$ cat src/hw/fpl_pkg.sv
package fpl_pkg;
   // ------------------------------------------------------------
   // timing
   // ------------------------------------------------------------
   localparam int unsigned CLK_PERIOD_NS  = 10;                          // ref_clk_i period
   localparam int unsigned LAMP_TEST_MS   = 500;                         // lamp test length
   localparam int unsigned LAMP_TEST_CYC  = LAMP_TEST_MS * 1000000 / CLK_PERIOD_NS;
   localparam int unsigned BLINK_HALF_CYC = 25000000;                    // 250 ms per blink half period
   localparam int unsigned FLASH_CYC      = 5000000;                     // 50 ms fault flash
   localparam int unsigned FACTORY_BLINKS = 3;                           // factory reset blink count
   localparam int unsigned CNT_W          = 32;                          // timer width

   // ------------------------------------------------------------
   // operating phases
   // ------------------------------------------------------------
   typedef enum logic [2:0] {
      FPL_LAMP_TEST,
      FPL_START,
      FPL_LOADER,
      FPL_NORMAL
   } fpl_phase_t;
endpackage

$ cat src/hw/fpl_lamp_driver.sv
`timescale 1ns/1ps
module fpl_lamp_driver #(
   parameter int unsigned LAMP_TEST_CYC  = fpl_pkg::LAMP_TEST_CYC,   // lamp test length
   parameter int unsigned BLINK_HALF_CYC = fpl_pkg::BLINK_HALF_CYC,  // blink half period
   parameter int unsigned FLASH_CYC      = fpl_pkg::FLASH_CYC        // fault flash length
) (
   input  wire logic ref_clk_i,          // system clock, 100 MHz
   input  wire logic reset_n_i,          // async reset, active low
   input  wire logic loader_enter_i,     // start phase finished, loader console running
   input  wire logic normal_enter_i,     // loader finished, normal operation
   input  wire logic mem_test_run_i,     // memory self-test running
   input  wire logic isdn_test_run_i,    // ISDN self-test running
   input  wire logic lan_test_run_i,     // LAN self-test running
   input  wire logic mem_test_fail_i,    // memory self-test failed
   input  wire logic isdn_test_fail_i,   // ISDN self-test failed
   input  wire logic lan_test_fail_i,    // LAN self-test failed
   input  wire logic ldr_active_i,       // loader active or awaiting keyboard
   input  wire logic ldr_compress_i,     // loader compressing system software
   input  wire logic ldr_fdr_ready_i,    // ready for factory-default reset
   input  wire logic ldr_fdr_done_i,     // pulse: factory-default reset succeeded
   input  wire logic ldr_last_err_i,     // last loader action had an error
   input  wire logic lan_link_up_i,      // LAN layer 1 link up
   input  wire logic lan_packet_i,       // packets passing LAN interface
   input  wire logic isdn_link_up_i,     // ISDN layer 1 link up
   input  wire logic isdn_b1_i,          // one B-channel active
   input  wire logic isdn_b2_i,          // two B-channels active
   input  wire logic shdsl_conn_i,       // SHDSL connection established
   input  wire logic shdsl_traffic_i,    // SHDSL carrying traffic
   input  wire logic lan_err_i,          // pulse: LAN error or collision
   input  wire logic sys_restart_i,      // system stopped, restart in progress
   output logic      supply_lamp_o,      // supply lamp
   output logic      fault_lamp_o,       // fault lamp
   output logic      shdsl_green_o,      // SHDSL green element
   output logic      shdsl_orange_o,     // SHDSL orange element
   output logic      isdn_green_o,       // ISDN green element
   output logic      isdn_orange_o,      // ISDN orange element
   output logic      lan_link_lamp_o,    // LAN link lamp
   output logic      lan_traffic_lamp_o, // LAN traffic lamp
   output logic [2:0] phase_o            // current operating phase
);
   // ------------------------------------------------------------
   // state
   // ------------------------------------------------------------
   fpl_pkg::fpl_phase_t       phase_q;
   fpl_pkg::fpl_phase_t       phase_d;
   logic [fpl_pkg::CNT_W-1:0] test_cnt_q;
   logic [2:0]                fdr_left_q;   // blink half-periods remaining, counted in full blinks x2
   logic                      fdr_on_q;
   logic                      blink;
   logic                      blink_edge;
   logic                      err_flash;

   // ------------------------------------------------------------
   // helpers
   // ------------------------------------------------------------
   fpl_blink_gen #(
      .HALF_CYC (BLINK_HALF_CYC)
   ) u_blink (
      .ref_clk_i (ref_clk_i),
      .reset_n_i (reset_n_i),
      .blink_o   (blink),
      .toggle_o  (blink_edge)
   );

   fpl_pulse_stretch #(
      .LEN_CYC (FLASH_CYC)
   ) u_flash (
      .ref_clk_i (ref_clk_i),
      .reset_n_i (reset_n_i),
      .event_i   (lan_err_i),
      .flash_o   (err_flash)
   );

   // ------------------------------------------------------------
   // phase sequencing
   // ------------------------------------------------------------
   wire test_done = (test_cnt_q == fpl_pkg::CNT_W'(LAMP_TEST_CYC - 1));

   always_comb begin
      phase_d = phase_q;
      unique case (phase_q)
         fpl_pkg::FPL_LAMP_TEST: if (test_done) phase_d = fpl_pkg::FPL_START;
         fpl_pkg::FPL_START:     if (loader_enter_i) phase_d = fpl_pkg::FPL_LOADER;
         fpl_pkg::FPL_LOADER:    if (normal_enter_i) phase_d = fpl_pkg::FPL_NORMAL;
         fpl_pkg::FPL_NORMAL:    phase_d = phase_q;
         default:                phase_d = fpl_pkg::FPL_LAMP_TEST;
      endcase
   end

   always_ff @(posedge ref_clk_i or negedge reset_n_i) begin
      if (!reset_n_i) begin
         phase_q    <= fpl_pkg::FPL_LAMP_TEST;
         test_cnt_q <= '0;
      end else begin
         phase_q    <= phase_d;
         test_cnt_q <= (phase_q == fpl_pkg::FPL_LAMP_TEST) ? test_cnt_q + 1'b1 : '0;
      end
   end

   // ------------------------------------------------------------
   // factory reset blink sequence: three on/off blinks on the blink clock
   // ------------------------------------------------------------
   always_ff @(posedge ref_clk_i or negedge reset_n_i) begin
      if (!reset_n_i) begin
         fdr_left_q <= '0;
         fdr_on_q   <= 1'b0;
      end else if (ldr_fdr_done_i && phase_q == fpl_pkg::FPL_LOADER) begin
         fdr_left_q <= 3'(2 * fpl_pkg::FACTORY_BLINKS);
         fdr_on_q   <= 1'b0;
      end else if (blink_edge && fdr_left_q != '0) begin
         fdr_left_q <= fdr_left_q - 1'b1;
         fdr_on_q   <= ~fdr_on_q;
      end
   end

   wire fdr_blinking = (fdr_left_q != '0);

   // ------------------------------------------------------------
   // start phase decode
   // ------------------------------------------------------------
   wire any_fail  = mem_test_fail_i | isdn_test_fail_i | lan_test_fail_i;
   wire st_fault  = (mem_test_fail_i & mem_test_run_i) | (isdn_test_fail_i & isdn_test_run_i)
                  | (lan_test_fail_i & lan_test_run_i) | any_fail;
   wire st_igreen = mem_test_run_i | mem_test_fail_i;
   wire st_iorng  = isdn_test_run_i | isdn_test_fail_i;
   wire st_traf   = lan_test_run_i | lan_test_fail_i;

   // ------------------------------------------------------------
   // loader phase decode
   // ------------------------------------------------------------
   wire ld_group  = fdr_blinking ? fdr_on_q : ldr_fdr_ready_i;
   wire ld_isdn   = ld_group | (ldr_compress_i ? blink : ldr_active_i);
   wire ld_shdsl  = ld_group;
   wire ld_link   = fdr_blinking ? fdr_on_q : (ldr_fdr_ready_i | lan_link_up_i);
   wire ld_traf   = fdr_blinking ? fdr_on_q : (ldr_fdr_ready_i | lan_packet_i);
   wire ld_fault  = ldr_last_err_i;

   // ------------------------------------------------------------
   // normal phase decode
   // ------------------------------------------------------------
   wire nm_sgreen = shdsl_conn_i;
   wire nm_sorng  = shdsl_traffic_i & blink;
   wire nm_igreen = isdn_link_up_i;
   wire nm_iorng  = isdn_b2_i ? blink : isdn_b1_i;
   wire nm_link   = lan_link_up_i;
   wire nm_traf   = lan_packet_i & blink;
   wire nm_fault  = sys_restart_i | err_flash;

   // ------------------------------------------------------------
   // phase select
   // ------------------------------------------------------------
   wire in_test   = (phase_q == fpl_pkg::FPL_LAMP_TEST);
   wire in_start  = (phase_q == fpl_pkg::FPL_START);
   wire in_loader = (phase_q == fpl_pkg::FPL_LOADER);
   wire in_normal = (phase_q == fpl_pkg::FPL_NORMAL);

   wire fault_d   = in_test | (in_start & st_fault) | (in_loader & ld_fault) | (in_normal & nm_fault);
   wire sgreen_d  = in_test | (in_loader & ld_shdsl) | (in_normal & nm_sgreen);
   wire sorng_d   = in_test | (in_loader & ld_shdsl) | (in_normal & nm_sorng);
   wire igreen_d  = in_test | (in_start & st_igreen) | (in_loader & ld_isdn) | (in_normal & nm_igreen);
   wire iorng_d   = in_test | (in_start & st_iorng) | (in_loader & ld_isdn) | (in_normal & nm_iorng);
   wire link_d    = in_test | (in_loader & ld_link) | (in_normal & nm_link);
   wire traf_d    = in_test | (in_start & st_traf) | (in_loader & ld_traf) | (in_normal & nm_traf);

   // ------------------------------------------------------------
   // registered lamp outputs
   // ------------------------------------------------------------
   always_ff @(posedge ref_clk_i or negedge reset_n_i) begin
      if (!reset_n_i) begin
         supply_lamp_o      <= 1'b0;
         fault_lamp_o       <= 1'b0;
         shdsl_green_o      <= 1'b0;
         shdsl_orange_o     <= 1'b0;
         isdn_green_o       <= 1'b0;
         isdn_orange_o      <= 1'b0;
         lan_link_lamp_o    <= 1'b0;
         lan_traffic_lamp_o <= 1'b0;
         phase_o            <= '0;
      end else begin
         supply_lamp_o      <= 1'b1;
         fault_lamp_o       <= fault_d;
         shdsl_green_o      <= sgreen_d;
         shdsl_orange_o     <= sorng_d;
         isdn_green_o       <= igreen_d;
         isdn_orange_o      <= iorng_d;
         lan_link_lamp_o    <= link_d;
         lan_traffic_lamp_o <= traf_d;
         phase_o            <= phase_q;
      end
   end
endmodule

$ cat src/hw/fpl_blink_gen.sv
`timescale 1ns/1ps
// free-running square wave used for every blinking lamp
module fpl_blink_gen #(
   parameter int unsigned HALF_CYC = fpl_pkg::BLINK_HALF_CYC  // cycles per half period
) (
   input  wire logic ref_clk_i,    // system clock
   input  wire logic reset_n_i,    // async reset, active low
   output logic      blink_o,      // square wave
   output logic      toggle_o      // one-cycle pulse at each edge of blink_o
);
   logic [fpl_pkg::CNT_W-1:0] cnt_q;
   wire                       wrap = (cnt_q == fpl_pkg::CNT_W'(HALF_CYC - 1));

   // ------------------------------------------------------------
   // half-period counter
   // ------------------------------------------------------------
   always_ff @(posedge ref_clk_i or negedge reset_n_i) begin
      if (!reset_n_i) begin
         cnt_q    <= '0;
         blink_o  <= 1'b0;
         toggle_o <= 1'b0;
      end else begin
         cnt_q    <= wrap ? '0 : cnt_q + 1'b1;
         blink_o  <= wrap ? ~blink_o : blink_o;
         toggle_o <= wrap;
      end
   end
endmodule

$ cat src/hw/fpl_pulse_stretch.sv
`timescale 1ns/1ps
// stretches each event pulse into a visible flash
module fpl_pulse_stretch #(
   parameter int unsigned LEN_CYC = fpl_pkg::FLASH_CYC  // flash length in cycles
) (
   input  wire logic ref_clk_i,    // system clock
   input  wire logic reset_n_i,    // async reset, active low
   input  wire logic event_i,      // event pulse
   output logic      flash_o       // stretched flash
);
   logic [fpl_pkg::CNT_W-1:0] cnt_q;

   // ------------------------------------------------------------
   // retrigger on each event
   // ------------------------------------------------------------
   always_ff @(posedge ref_clk_i or negedge reset_n_i) begin
      if (!reset_n_i) begin
         cnt_q   <= '0;
         flash_o <= 1'b0;
      end else begin
         if (event_i) begin
            cnt_q <= fpl_pkg::CNT_W'(LEN_CYC);
         end else if (cnt_q != '0) begin
            cnt_q <= cnt_q - 1'b1;
         end
         flash_o <= event_i || (cnt_q > fpl_pkg::CNT_W'(1));
      end
   end
endmodule

$ cat config.mk
export PLATFORM = sky130hd
export DESIGN_NAME = fpl_lamp_driver
export DESIGN_NICKNAME = d
export VERILOG_FILES = /design/src/hw/fpl_pkg.sv /design/src/hw/fpl_lamp_driver.sv /design/src/hw/fpl_blink_gen.sv /design/src/hw/fpl_pulse_stretch.sv
export SDC_FILE = /design/constraint.sdc
export NUM_CORES = 1
export LEC_CHECK = 0
export BUFFER_PORTS_ARGS = -buffer_cell sky130_fd_sc_hd__clkbuf_2
export CORE_MARGIN = 5
export CORE_UTILIZATION = 55
export DETAILED_ROUTE_END_ITERATION = 8
export GPL_TIMING_DRIVEN = 0
export HOLD_SLACK_MARGIN = 0.12
export PLACE_DENSITY_LB_ADDON = 0.12
export SETUP_SLACK_MARGIN = 0.2
export SLEW_MARGIN = 0
export SYNTH_ARGS = -nofsm -noshare
export SYNTH_HDL_FRONTEND = slang
export SYNTH_SLANG_ARGS = --single-unit
$ cat constraint.sdc
create_clock -name ref_clk_i -period 2.6 [get_ports ref_clk_i]
set_input_delay 0.13 -clock ref_clk_i [delete_from_list [all_inputs] [get_ports ref_clk_i]]
set_output_delay 0.13 -clock ref_clk_i [all_outputs]
set_load 0.01 [all_outputs]
==> results of run 1 <==
[synthesized netlist by cell type (3+ instances only)]
master    instances  share of area (%)
nand2b_1          3               0.32
o21a_1            3               0.39
mux2_2            6                1.2
ha_1             10                2.1
nor3_1           20                1.7
dfrtp_1         115                 49
a21oi_1          22                1.9
inv_1            21                1.4
nor2_1           34                2.2
and3_1            5               0.54
xnor2_1          36                5.4
or4_4             3               0.58
xor2_1           24                3.6
clkbuf_1         23                1.5
o21ai_0          16                1.4
nor2b_1          10                1.1
or4_1            12                1.5
o41ai_1           4               0.60
and4_1            9                1.4
nand2_1          40                2.6
nand4_1          16                1.7
nor4b_1           5               0.75
nand3_1          38                3.3
o31ai_1          11                1.4
nor4_1           25                2.7
or3_1            13                1.4
o31a_1            3               0.45
or2_2             4               0.43
and2_1           30                3.2
[what timing repair did]
item                                   CTS  global route
gates cloned                             1             1
pin swaps                                9             9
setup endpoints to repair               53            53
buffers inserted                        12             9
gates resized for setup                 31            37
endpoints found under the hold margin  130             0
hold buffers                            21             0
[flip-flops by register name (all words and copies together), names as in the netlist, 2 cells and up]
signal,count
u_flash.cnt_q,32
phase_q,2
fdr_left_q,3
phase_o,2
u_blink.cnt_q,32
test_cnt_q,32
[cell families (layout without fill, tap and decap cells)]
logic type | after synthesis | in the layout
adder cells (fa/ha/maj) | 10 | 10
multiplexers | 8 | 8
AO/OA/AOI/OAI | 73 | 73
other | 2 | 2
XOR/XNOR | 60 | 60
AND/OR/NAND/NOR | 274 | 274
buffers and inverters | 48 | 155
flip-flops | 115 | 115
[power groups by stage]
stage	clock, mW	sequential (mW)	combinational, mW
finish	2.13	1.84	0.257
floorplan	0	1.85	0.0944
detailed placement	0	1.86	0.170
global route	2.26	1.84	0.281
CTS	2.17	1.83	0.198
global placement	0	1.86	0.166
[through the flow]
stage               std cells  worst slack, ns  total power, mW  util [%]  cell area [sq um]
global placement          759           -0.259             2.02      59.8               6180
global route              833          -0.0521             4.38      71.9               7420
CTS                       823          -0.0116             4.20      69.6               7190
floorplan                 590           0.0859             1.95         -               5840
finish                    833         -0.00245             4.23      71.9               7420
detailed placement        759           -0.244             2.03      59.9               6190
[worst paths after layout]
check / start / to / slack [ns] / depth (start not counted)
worst max-delay path: u_flash.cnt_q[16] / u_flash.cnt_q[29] / -0.002 / 6
worst min-delay path: reset_n_i / shdsl_orange_o / 0.26 / 2
worst max register to register: u_flash.cnt_q[16] / u_flash.cnt_q[29] / -0.002 / 6
worst min register to register: phase_q[0] / phase_o[0] / 0.45 / 0
max in group asynchronous: reset_n_i / u_flash.cnt_q[16] / 1.59 / 2
min in group ref_clk_i: ldr_fdr_done_i / fdr_left_q[0] / 0.38 / 3
[final cells by class]
| cell class | count | area share [%] |
|---|---|---|
| buffer | 27 | 2.34 |
| clock buffer | 25 | 6.66 |
| clock inverter | 5 | 0.674 |
| inverter | 21 | 1.06 |
| multi-input combinational | 427 | 40.4 |
| sequential | 115 | 38.8 |
| tap | 136 | 2.29 |
| timing repair buffer | 77 | 7.79 |
[per-layer routing]
layer  vias up  share of wire (%)  global-route usage, %
li1       2294                  -                      -
met1      2358                 45                   26.6
met2        82                 50                   36.0
met3        25                3.5                   5.99
met4         0                1.6                   6.57
met5         -                  0                      0
[worst reg2reg max path: stages, from the launching register on]
cell and delay (ns):
dfrtp_2 0.41, or4_4 0.54, or4_4 0.44, buf_8 0.15, or3_4 0.34, or4_4 0.52, a21oi_2 0.14
==> metrics.md, run 1 <==
| Metric | Value |
|---|---|
| Fillers | between 700 and 800 |
| Main combinational cell family by area after synthesis | simple AND/OR/NAND/NOR gates |
| Compound-cell area share of the yosys netlist | 7.88% |
| Element type at the critical path start | flip-flop |
| Bufs and invs on worst path | 1 |
| Crit path max-delay family | simple AND/OR/NAND/NOR gates |
| ANT nets after route | 0 |
| Final RePlAce weighted congestion | 0.786 |
| EDFF count, synth | 0 |
| Worst Setup Slack, final | -0.00245 ns |
| Worst Hold Class | in2async |
| Commonest non-fill, non-tap cell in the layout | dfrtp_1 |
| 1st-pass router iterations | 4 |
| Critical path fanouts, max | 6 |
| Mux cell area share after synthesis | 1.50% |
| Vias in the first global route | 4728 |
| First-pass GRT wire length | 22100 um |
| Post-Synth XOR/XNOR Area | 9.01% |
| Int Power | 3.30 mW |
| # H-tree levels | 4 |
| I/O Buffers | 33 |
| LEAKAGE | around 3.2 nW |
| RSZ-0062 raised after global routing | true |
| Drt via density | 5.71 |
| Slew headroom | 37.7% |
| Routed WL | 13200 um |
| Post-DP HPWL | 7900 um |
| Setup Crit Path Kind | reg2reg |
| CP Capture Type | flip-flop |
| Detailed Route Iter0 Violations | 314 |
| Fmax | 384 MHz |
| Most common cell on crit path | or4_4 |
| Maximum vdd drop | 0.483 mV |
| Max cap viols | 0 |
| Clock skew | 0.00629 ns |
| Ys flop type | dfrtp_1 |
| Final worst path period share | 100% |
| Share of layout cells above drive strength 1 | 20.4% |
| Logic pwr share | 6.1% |
| Critical Path Max Stage Delay | around 0.54 ns |
| Buffer depth of the longest clock path | 2 |
| Distinct cells, synth | 47 |
| IO Count | 35 |
| Starting Density | 56.5% |
| Cell Chain, Critical Path | or4_4 -> or4_4 -> buf_8 -> or3_4 -> or4_4 -> a21oi_2 |
| Clock-pin slew on the worst setup and hold paths | approximately 0.050 ns |
| Required @ worst endpoint | 3.04 ns |
| Area share of and/or/nand/nor cells after synthesis | 26.5% |
| Netlist Area Pre-Place | 5830 sq um |
| Worst skew pair latency | 0.51 ns |
| Register area share after synthesis | 49.4% |
| Clk sinks | 115 |
| Die Width | 113 um |
| Die ar. | 12800 sq um |
| Antenna violations before repair | 0 |
| Psw | 0.927 mW |
| Post-Synth Adder-Cell Area | 2.15% |
| Failing checks | negative setup slack |
| Vias | between 4000 and 5000 |
| Mapped Nets | 624 |
| Worst-Margin Slew | 0.935 ns |
| Power Density | ~570 nW/um^2 |
| Sequential Area | between 2000 and 3000 sq um |
| Nets | between 700 and 800 |
| Final Max Slew Viols | 0 |
| Critical-path top delay cell | or4_4 |
| WP data arrival | 3.04 ns |
| CTS buffer count | 17 |
| FFs w/ async S/R, synth | 100% |
| Mean Syn Cell Area | between 9 and 10 sq um |
| Yosys warns | 0 |
| Post-synthesis cell count | 590 |
| #FFs+latches synth | 115 |
| Multi-input gate area | 3000 sq um |
| # rows | 37 |
| Power share of the clock group | between 50% and 60% |
| Post-route setup TNS | -0.00245 ns |
| Hold Fails Final Rpt | 0 |
| Status | complete, but fails checks |
| Overflow after GRT | 0 |
| Core area | 10300 sq um |
| Chip height | 113 um |
| DR WL/cell | approximately 16 um |
| Sequential share of power | 43.6% |
| Min Hold Slack | around 0.26 ns |
| Ant. Diodes | 0 |
| Final min period | 2.60 ns |
| Endpoints failing setup | 1 |
| Total GRT Usage | 21.3% |
| Drt drc | 0 |
| Clk Tree Root Cell | clkbuf_8 |
| Largest net degree at the start of global routing | around 120 |
| Synth-to-layout area growth | 27.3% |
| CTS tree | done |
| Most frequent cells in the layout | 113 x dfrtp_1, 40 x nand2_1, 36 x xnor2_1, 36 x nand3_1, 36 x clkbuf_2 |
| Sw frac | a little over a fifth |
(Power assumes the default switching activity.)
==> run 2, diff against run 1 <==
--- a/config.mk
+++ b/config.mk
@@ -9,7 +9,7 @@
 export CORE_MARGIN = 5
 export CORE_UTILIZATION = 55
 export DETAILED_ROUTE_END_ITERATION = 8
-export GPL_TIMING_DRIVEN = 0
+export GPL_TIMING_DRIVEN = 1
 export HOLD_SLACK_MARGIN = 0.12
 export PLACE_DENSITY_LB_ADDON = 0.12
 export SETUP_SLACK_MARGIN = 0.2
==> run 2 against run 1 <==
The flow now finishes without violations. Non-clock buffer count down 19. Via count down 1.8%. Cell count down 2.3%. Cell area down 3.1%. First-iteration DRC count down 5.1%. Sequential cell count unchanged. Utilization down 2.3 points. Setup slack better by 0.13 ns. Register-to-register slack better by 0.13 ns. Routed wire length down 4.4%. Hold slack worse by 0.095 ns. Critical path depth down 1. Critical endpoint unchanged.
==> metrics.md, run 2 (synthesized netlist as in run 1, its figures left out) <==
| Metric | Value |
|---|---|
| Status | finished, final reports clean |
| Crit path max-delay family | simple AND/OR/NAND/NOR gates |
| Required @ worst endpoint | 3.06 ns (+0.02 ns) |
| CTS tree | done |
| CTS buffer count | 17 (unchanged) |
| Final worst path period share | 95.0% (-5.1 points) |
| # H-tree levels | 4 (unchanged) |
| Critical Path Max Stage Delay | 0.54 ns (about the same) |
| Clk sinks | 115 (unchanged) |
| Final Max Slew Viols | 0 (unchanged) |
| Largest net degree at the start of global routing | 49 (-58%) |
| Clock-pin slew on the worst setup and hold paths | 0.05 ns (about the same) |
| Largest regs | test_cnt_q x32, u_blink.cnt_q x32, u_flash.cnt_q x32 |
| Overflow after GRT | 0 (unchanged) |
| IO Count | 35 (unchanged) |
| Worst skew pair latency | 0.53 ns (+0.02 ns) |
| Dpl cells | 755 (-0.53%) |
| Buffer depth of the longest clock path | 2 (unchanged) |
| Clock skew | 0.0143 ns (+0.00799 ns) |
| Nets | 701 (-2.6%) |
| Max cap viols | 0 (unchanged) |
| Critical path fanouts, max | 4 (-2) |
| Maximum vdd drop | 0.473 mV (-2.2%) |
| Cell Chain, Critical Path | or4_4 -> or4_4 -> or3_4 -> or4_4 -> a21oi_2 |
| Total GRT Usage | 21.0% (-0.34 points) |
| Setup Crit Path Kind | reg2reg |
| R2r startpoint | u_flash.cnt_q[19] |
| DR WL/cell | 15.5 um (-2.2%) |
| 1st-pass router iterations | 4 (unchanged) |
| WP data arrival | 2.93 ns (-0.11 ns) |
| Worst Hold Class | in2async |
| Fmax | 405 MHz (+5.3%) |
| Routed WL | 12600 um (-4.4%) |
| Endpoints failing setup | 0 (-1) |
| ANT nets after route | 0 (unchanged) |
| Detailed Route Iter0 Violations | 298 (-5.1%) |
| LEAKAGE | 3.07 nW (-2.7%) |
| R2R Setup Slk | 0.13 ns (+0.13 ns) |
| Ant. Diodes | 0 (unchanged) |
| Antenna violations before repair | 0 (unchanged) |
| Layout Cells excl Fill | 814 (-2.3%) |
| Vias | 4672 (-1.8%) |
| RSZ-0062 raised after global routing | true |
| Slew headroom | 46.7% (+9.0 points) |
| Layout Utilization | 69.6% (-2.3 points) |
| Final RePlAce weighted congestion | 0.789 (+0.45%) |
| Worst r2r path cells | 5 (-1) |
| Drt via density | 5.74 (+0.46%) |
| Element type at the critical path start | flip-flop |
| Drt drc | 0 (unchanged) |
| Cell Area, Placed | 6250 sq um (+0.97%) |
| Most common cell on crit path | or4_4 |
| Fillers | 753 (+3.4%) |
| Die ar. | 12800 sq um (unchanged) |
| Worst-Margin Slew | 0.793 ns (-0.142 ns) |
| Final min period | 2.47 ns (-0.132 ns) |
| Fin area | 7190 sq um (-3.1%) |
| First-pass GRT wire length | 21600 um (-2.4%) |
| Starting Density | 56.5% (unchanged) |
| Total power | 4.24 mW (+0.24%) |
| Hold Fails Final Rpt | 0 (unchanged) |
| Chip height | 113 um (unchanged) |
| Bufs and invs on worst path | 0 (-1) |
| Share of layout cells above drive strength 1 | 19.0% (-1.3 points) |
| CP Capture Type | flip-flop |
| RR Endpoint | u_flash.cnt_q[29] |
| Vias in the first global route | 4671 (-1.2%) |
| Post-route setup TNS | 0 ns (+0.00245 ns) |
| Die Width | 113 um (unchanged) |
| # rows | 37 (unchanged) |
| I/O Buffers | 33 (unchanged) |
| Clk Tree Root Cell | clkbuf_8 |
| Critical-path top delay cell | or4_4 |
| Power Density | 590 nW/um^2 (+3.5%) |
| Most frequent cells in the layout | 115 x dfrtp_1, 40 x nand2_1, 37 x nand3_1 |
| Commonest non-fill, non-tap cell in the layout | dfrtp_1 |
| Synth-to-layout area growth | 23.3% |
| Core area | 10300 sq um (unchanged) |
| Post-DP HPWL | 7800 um (-1.2%) |
-- run 2: cell count changes in the layout (fill, tap and decap cells not counted), moves of 3 or more --
cell      before  now
nor4_1        14   22
clkbuf_2      36   32
a21oi_1       21   18
clkbuf_1      18    2
a21oi_2        1    4
nor4_4         7    2
nor4_2         5    2
-- run 2: timing repair --
action	4_1_cts	5_1_grt
cloned	1	1
setup buffers	3	3
endpoints found under the hold margin	113	0
pin swaps	1	2
setup endpoints to repair	15	31
hold buffers	21	0
gates resized for setup	4	23
-- run 2: stage by stage --
stage,hold WS (ns),setup slack [ns]
final,0.165,0.129
after global routing,0.248,0.0700
after CTS,0.174,0.131
after detailed placement,0.186,0.0995
after global placement,0.173,0.128
after floorplan,-0.166,0.0859
-- run 2: per-layer routing --
metal / wire (um) / share of wire (%) / GRT usage, % / up-vias
met4: 245 / 1.9 / 10.6 / 0
met2: 6320 / 50 / 34.7 / 82
met1: 5670 / 45 / 26.0 / 2309
met5: 0 / 0 / 0 / -
li1: - / - / - / 2256
met3: 389 / 3.1 / 4.44 / 25
-- run 2: worst register-to-register path: stages (launching register included) --
cell     delay, ns
dfrtp_1       0.39
or4_4         0.54
or4_4         0.47
or3_4         0.36
or4_4         0.52
a21oi_2       0.12
-- run 2: cell type report --
cell class                 instances  area (sq um)  area share [%]
multi-input combinational        427          2870            39.9
sequential                       115          2880            40.0
tap                              136           170            2.37
clock inverter                     4          45.0           0.627
timing repair buffer              85           633            8.81
inverter                          21          78.8            1.10
clock buffer                      26           518            7.21
-- run 2: worst max path at each step --
stage                                 start                 to  slack (ns)  cells after the start
after floorplan           u_flash.cnt_q[17]  u_flash.cnt_q[29]        0.09                      6
after global placement    u_flash.cnt_q[19]  u_flash.cnt_q[29]        0.13                      5
after detailed placement  u_flash.cnt_q[19]  u_flash.cnt_q[29]         0.1                      5
after CTS                  u_flash.cnt_q[4]  u_flash.cnt_q[25]        0.13                      6
after global routing      u_flash.cnt_q[19]  u_flash.cnt_q[29]        0.07                      5
final                     u_flash.cnt_q[19]  u_flash.cnt_q[29]        0.13                      5
-- run 2: report_power, final --
group          internal [mW]  total, mW  switching, mW
Sequential              1.81       1.84         0.0294
Clock                   1.43       2.18          0.756
Combinational         0.0958      0.215          0.119
==> run 3, diff against run 2 <==
--- a/config.mk
+++ b/config.mk
@@ -7,7 +7,7 @@
 export LEC_CHECK = 0
 export BUFFER_PORTS_ARGS = -buffer_cell sky130_fd_sc_hd__clkbuf_2
 export CORE_MARGIN = 5
-export CORE_UTILIZATION = 55
+export CORE_UTILIZATION = 61
 export DETAILED_ROUTE_END_ITERATION = 8
 export GPL_TIMING_DRIVEN = 1
 export HOLD_SLACK_MARGIN = 0.12
==> constraint.sdc (replaced) <==
create_clock -name ref_clk_i -period 2.4 [get_ports ref_clk_i]
set_input_delay 0.12 -clock ref_clk_i [delete_from_list [all_inputs] [get_ports ref_clk_i]]
set_output_delay 0.12 -clock ref_clk_i [all_outputs]
set_load 0.01 [all_outputs]
==> run 3 against run 2 <==
Register-to-register slack worse by 0.16 ns. Utilization increased by 10 points. The flow now finishes with violations (negative setup slack). Combinational power grew 20%. Critical path depth did not move. Clock-buffer cell count is 4 lower. Maximum frequency grew 1.6%. Sequential cell count did not move. Power grew 18%.
==> metrics.md, run 3 (synthesized netlist as in run 1, its figures left out) <==
| Metric | Value |
|---|---|
| Status | complete, but fails checks |
| Failing checks | negative setup slack |
| Endpoints failing setup | 2 (+2) |
| Die Width | 108 um (-4.6%) |
| I/O Buffers | 33 (unchanged) |
| Core area | 9280 sq um (-10%) |
| Share of layout cells above drive strength 1 | 19.8% (+0.80 points) |
| Worst-Margin Slew | 0.649 ns (-0.144 ns) |
| Min Hold Slack | 0.202 ns (+0.0368 ns) |
| Element type at the critical path start | flip-flop |
| Worst skew pair latency | 0.52 ns (about the same) |
| Hold Fails Final Rpt | 0 (unchanged) |
| Cell Area, Placed | 6310 sq um (+1.1%) |
| CTS buffer count | 17 (unchanged) |
| Required @ worst endpoint | 2.84 ns (-0.22 ns) |
| Chip height | 108 um (-4.6%) |
| Drt via density | 5.93 (+3.3%) |
| Clk sinks | 115 (unchanged) |
| Maximum vdd drop | 0.644 mV (+36%) |
| Vias | 4862 (+4.1%) |
| Clock-pin slew on the worst setup and hold paths | 0.06 ns (about the same) |
| Die ar. | 11600 sq um (-9.0%) |
| CP Capture Type | flip-flop |
| Starting Density | 62.8% (+6.3 points) |
| Fmax | 411 MHz (+1.6%) |
| Worst Setup Slack, final | -0.0310 ns (-0.160 ns) |
| Commonest non-fill, non-tap cell in the layout | dfrtp_1 |
| ANT nets after route | 0 (unchanged) |
| Power Density | 675 nW/um^2 (+14%) |
| Buffer depth of the longest clock path | 2 (unchanged) |
| Largest regs | test_cnt_q x32, u_blink.cnt_q x32, u_flash.cnt_q x32 |
| Synth-to-layout area growth | 26.9% |
| Worst Hold Class | in2reg |
| Vias in the first global route | 4996 (+7.0%) |
| Final RePlAce weighted congestion | 0.841 (+6.6%) |
| # H-tree levels | 4 (unchanged) |
| Nets | 712 (+1.6%) |
| Fin area | 7400 sq um (+2.9%) |
| WP data arrival | 2.87 ns (-0.06 ns) |
| Detailed Route Iter0 Violations | 308 (+3.4%) |
| Final Max Slew Viols | 0 (unchanged) |
| IO Count | 35 (unchanged) |
| 1st-pass router iterations | 5 (+1) |
| Final min period | 2.43 ns (-0.0397 ns) |
| Most frequent cells in the layout | 114 x dfrtp_1, 39 x nand2_1, 37 x nand3_1 |
| DR WL/cell | 17.0 um (+9.3%) |
| Post-DP HPWL | 7830 um (+0.30%) |
| LEAKAGE | 3.15 nW (+2.8%) |
| Critical path fanouts, max | 3 (-1) |
| Overflow after GRT | 0 (unchanged) |
| Final worst path period share | 101% (+6.3 points) |
| # rows | 35 (-5.4%) |
| Drt drc | 0 (unchanged) |
| Place WS | -0.0452 ns (-0.145 ns) |
| Routed WL | 13900 um (+10%) |
| First-pass GRT wire length | 23500 um (+8.8%) |
| Ant. Diodes | 0 (unchanged) |
| Layout Utilization | 79.7% (+10 points) |
| RSZ-0062 raised after global routing | true |
| Setup Crit Path Kind | reg2reg |
| Max cap viols | 0 (unchanged) |
| CTS tree | done |
| Slew headroom | 56.4% (+9.8 points) |
| Total GRT Usage | 25.6% (+4.6 points) |
| Largest net degree at the start of global routing | 116 (+140%) |
| Antenna violations before repair | 0 (unchanged) |
| Clock skew | 0.00941 ns (-0.00487 ns) |
| Clk Tree Root Cell | clkbuf_8 |
==> run 3: changes by cell type in the layout (fill, tap and decap cells not counted), moves of 3 or more <==
cell / change
a21oi_1: +4
bufinv_16: +4
a21oi_2: -4
ha_1: -3
nor4_1: -3
nor4_2: +3
dlygate4sd3_1: +5
clkbuf_8: -4
ha_2: +3
buf_4: +6
==> run 3: final timing paths <==
| check | startpoint | to | slack (ns) | depth (start not counted) |
|---|---|---|---|---|
| min in group asynchronous | reset_n_i | shdsl_green_o | 0.21 | 3 |
| worst max register to register | u_flash.cnt_q[19] | u_flash.cnt_q[29] | -0.03 | 5 |
| worst max-delay path | u_flash.cnt_q[19] | u_flash.cnt_q[29] | -0.03 | 5 |
| worst min register to register | phase_q[1] | phase_o[1] | 0.46 | 0 |
| worst min-delay path | lan_err_i | u_flash.cnt_q[30] | 0.20 | 2 |
| max in group asynchronous | reset_n_i | u_flash.cnt_q[10] | 1.74 | 3 |
==> run 3: what timing repair did <==
action | 4_1_cts | 5_1_grt
pin swaps | 6 | 3
setup buffers | 2 | 3
gates cloned | 2 | 0
setup endpoints to repair | 31 | 39
endpoints found under the hold margin | 128 | 0
hold buffers | 26 | 0
gates resized for setup | 17 | 15
==> run 3: final cells by class <==
cell class / instances / area (sq um)
clock inverter: 10 / 178
inverter: 21 / 78.8
fill: 572 / 1880
multi-input combinational: 427 / 2900
tap: 129 / 161
timing repair buffer: 96 / 741
clock buffer: 22 / 463
sequential: 115 / 2880
==> run 3: layer usage <==
metal | global-route usage, % | vias up | wire length (um)
li1 | - | 2278 | -
met3 | 5.82 | 37 | 612
met5 | 0 | - | 0
met1 | 30.4 | 2403 | 5730
met2 | 44.2 | 144 | 7140
met4 | 11.3 | 0 | 427
==> run 3: where the power goes <==
part	total [mW]	switching, mW	internal (mW)
clock	2.75	0.880	1.87
combinational	0.257	0.143	0.114
sequential	1.99	0.0304	1.96
total	4.99	1.05	3.94
==> run 3: stage by stage <==
step | std cells | power [mW] | setup TNS (ns)
floorplan | 590 | 2.12 | -0.246
global placement | 755 | 2.22 | -0.0185
detailed placement | 755 | 2.22 | -0.186
CTS | 817 | 4.99 | -0.0106
global route | 820 | 5.15 | -1.01
finish | 820 | 4.99 | -0.0532
==> run 3: critical path, stage by stage (launching register included) <==
cell	delay (ns)
dfrtp_1	0.39
or4_4	0.54
or4_4	0.45
or3_4	0.35
or4_1	0.50
a21oi_1	0.13
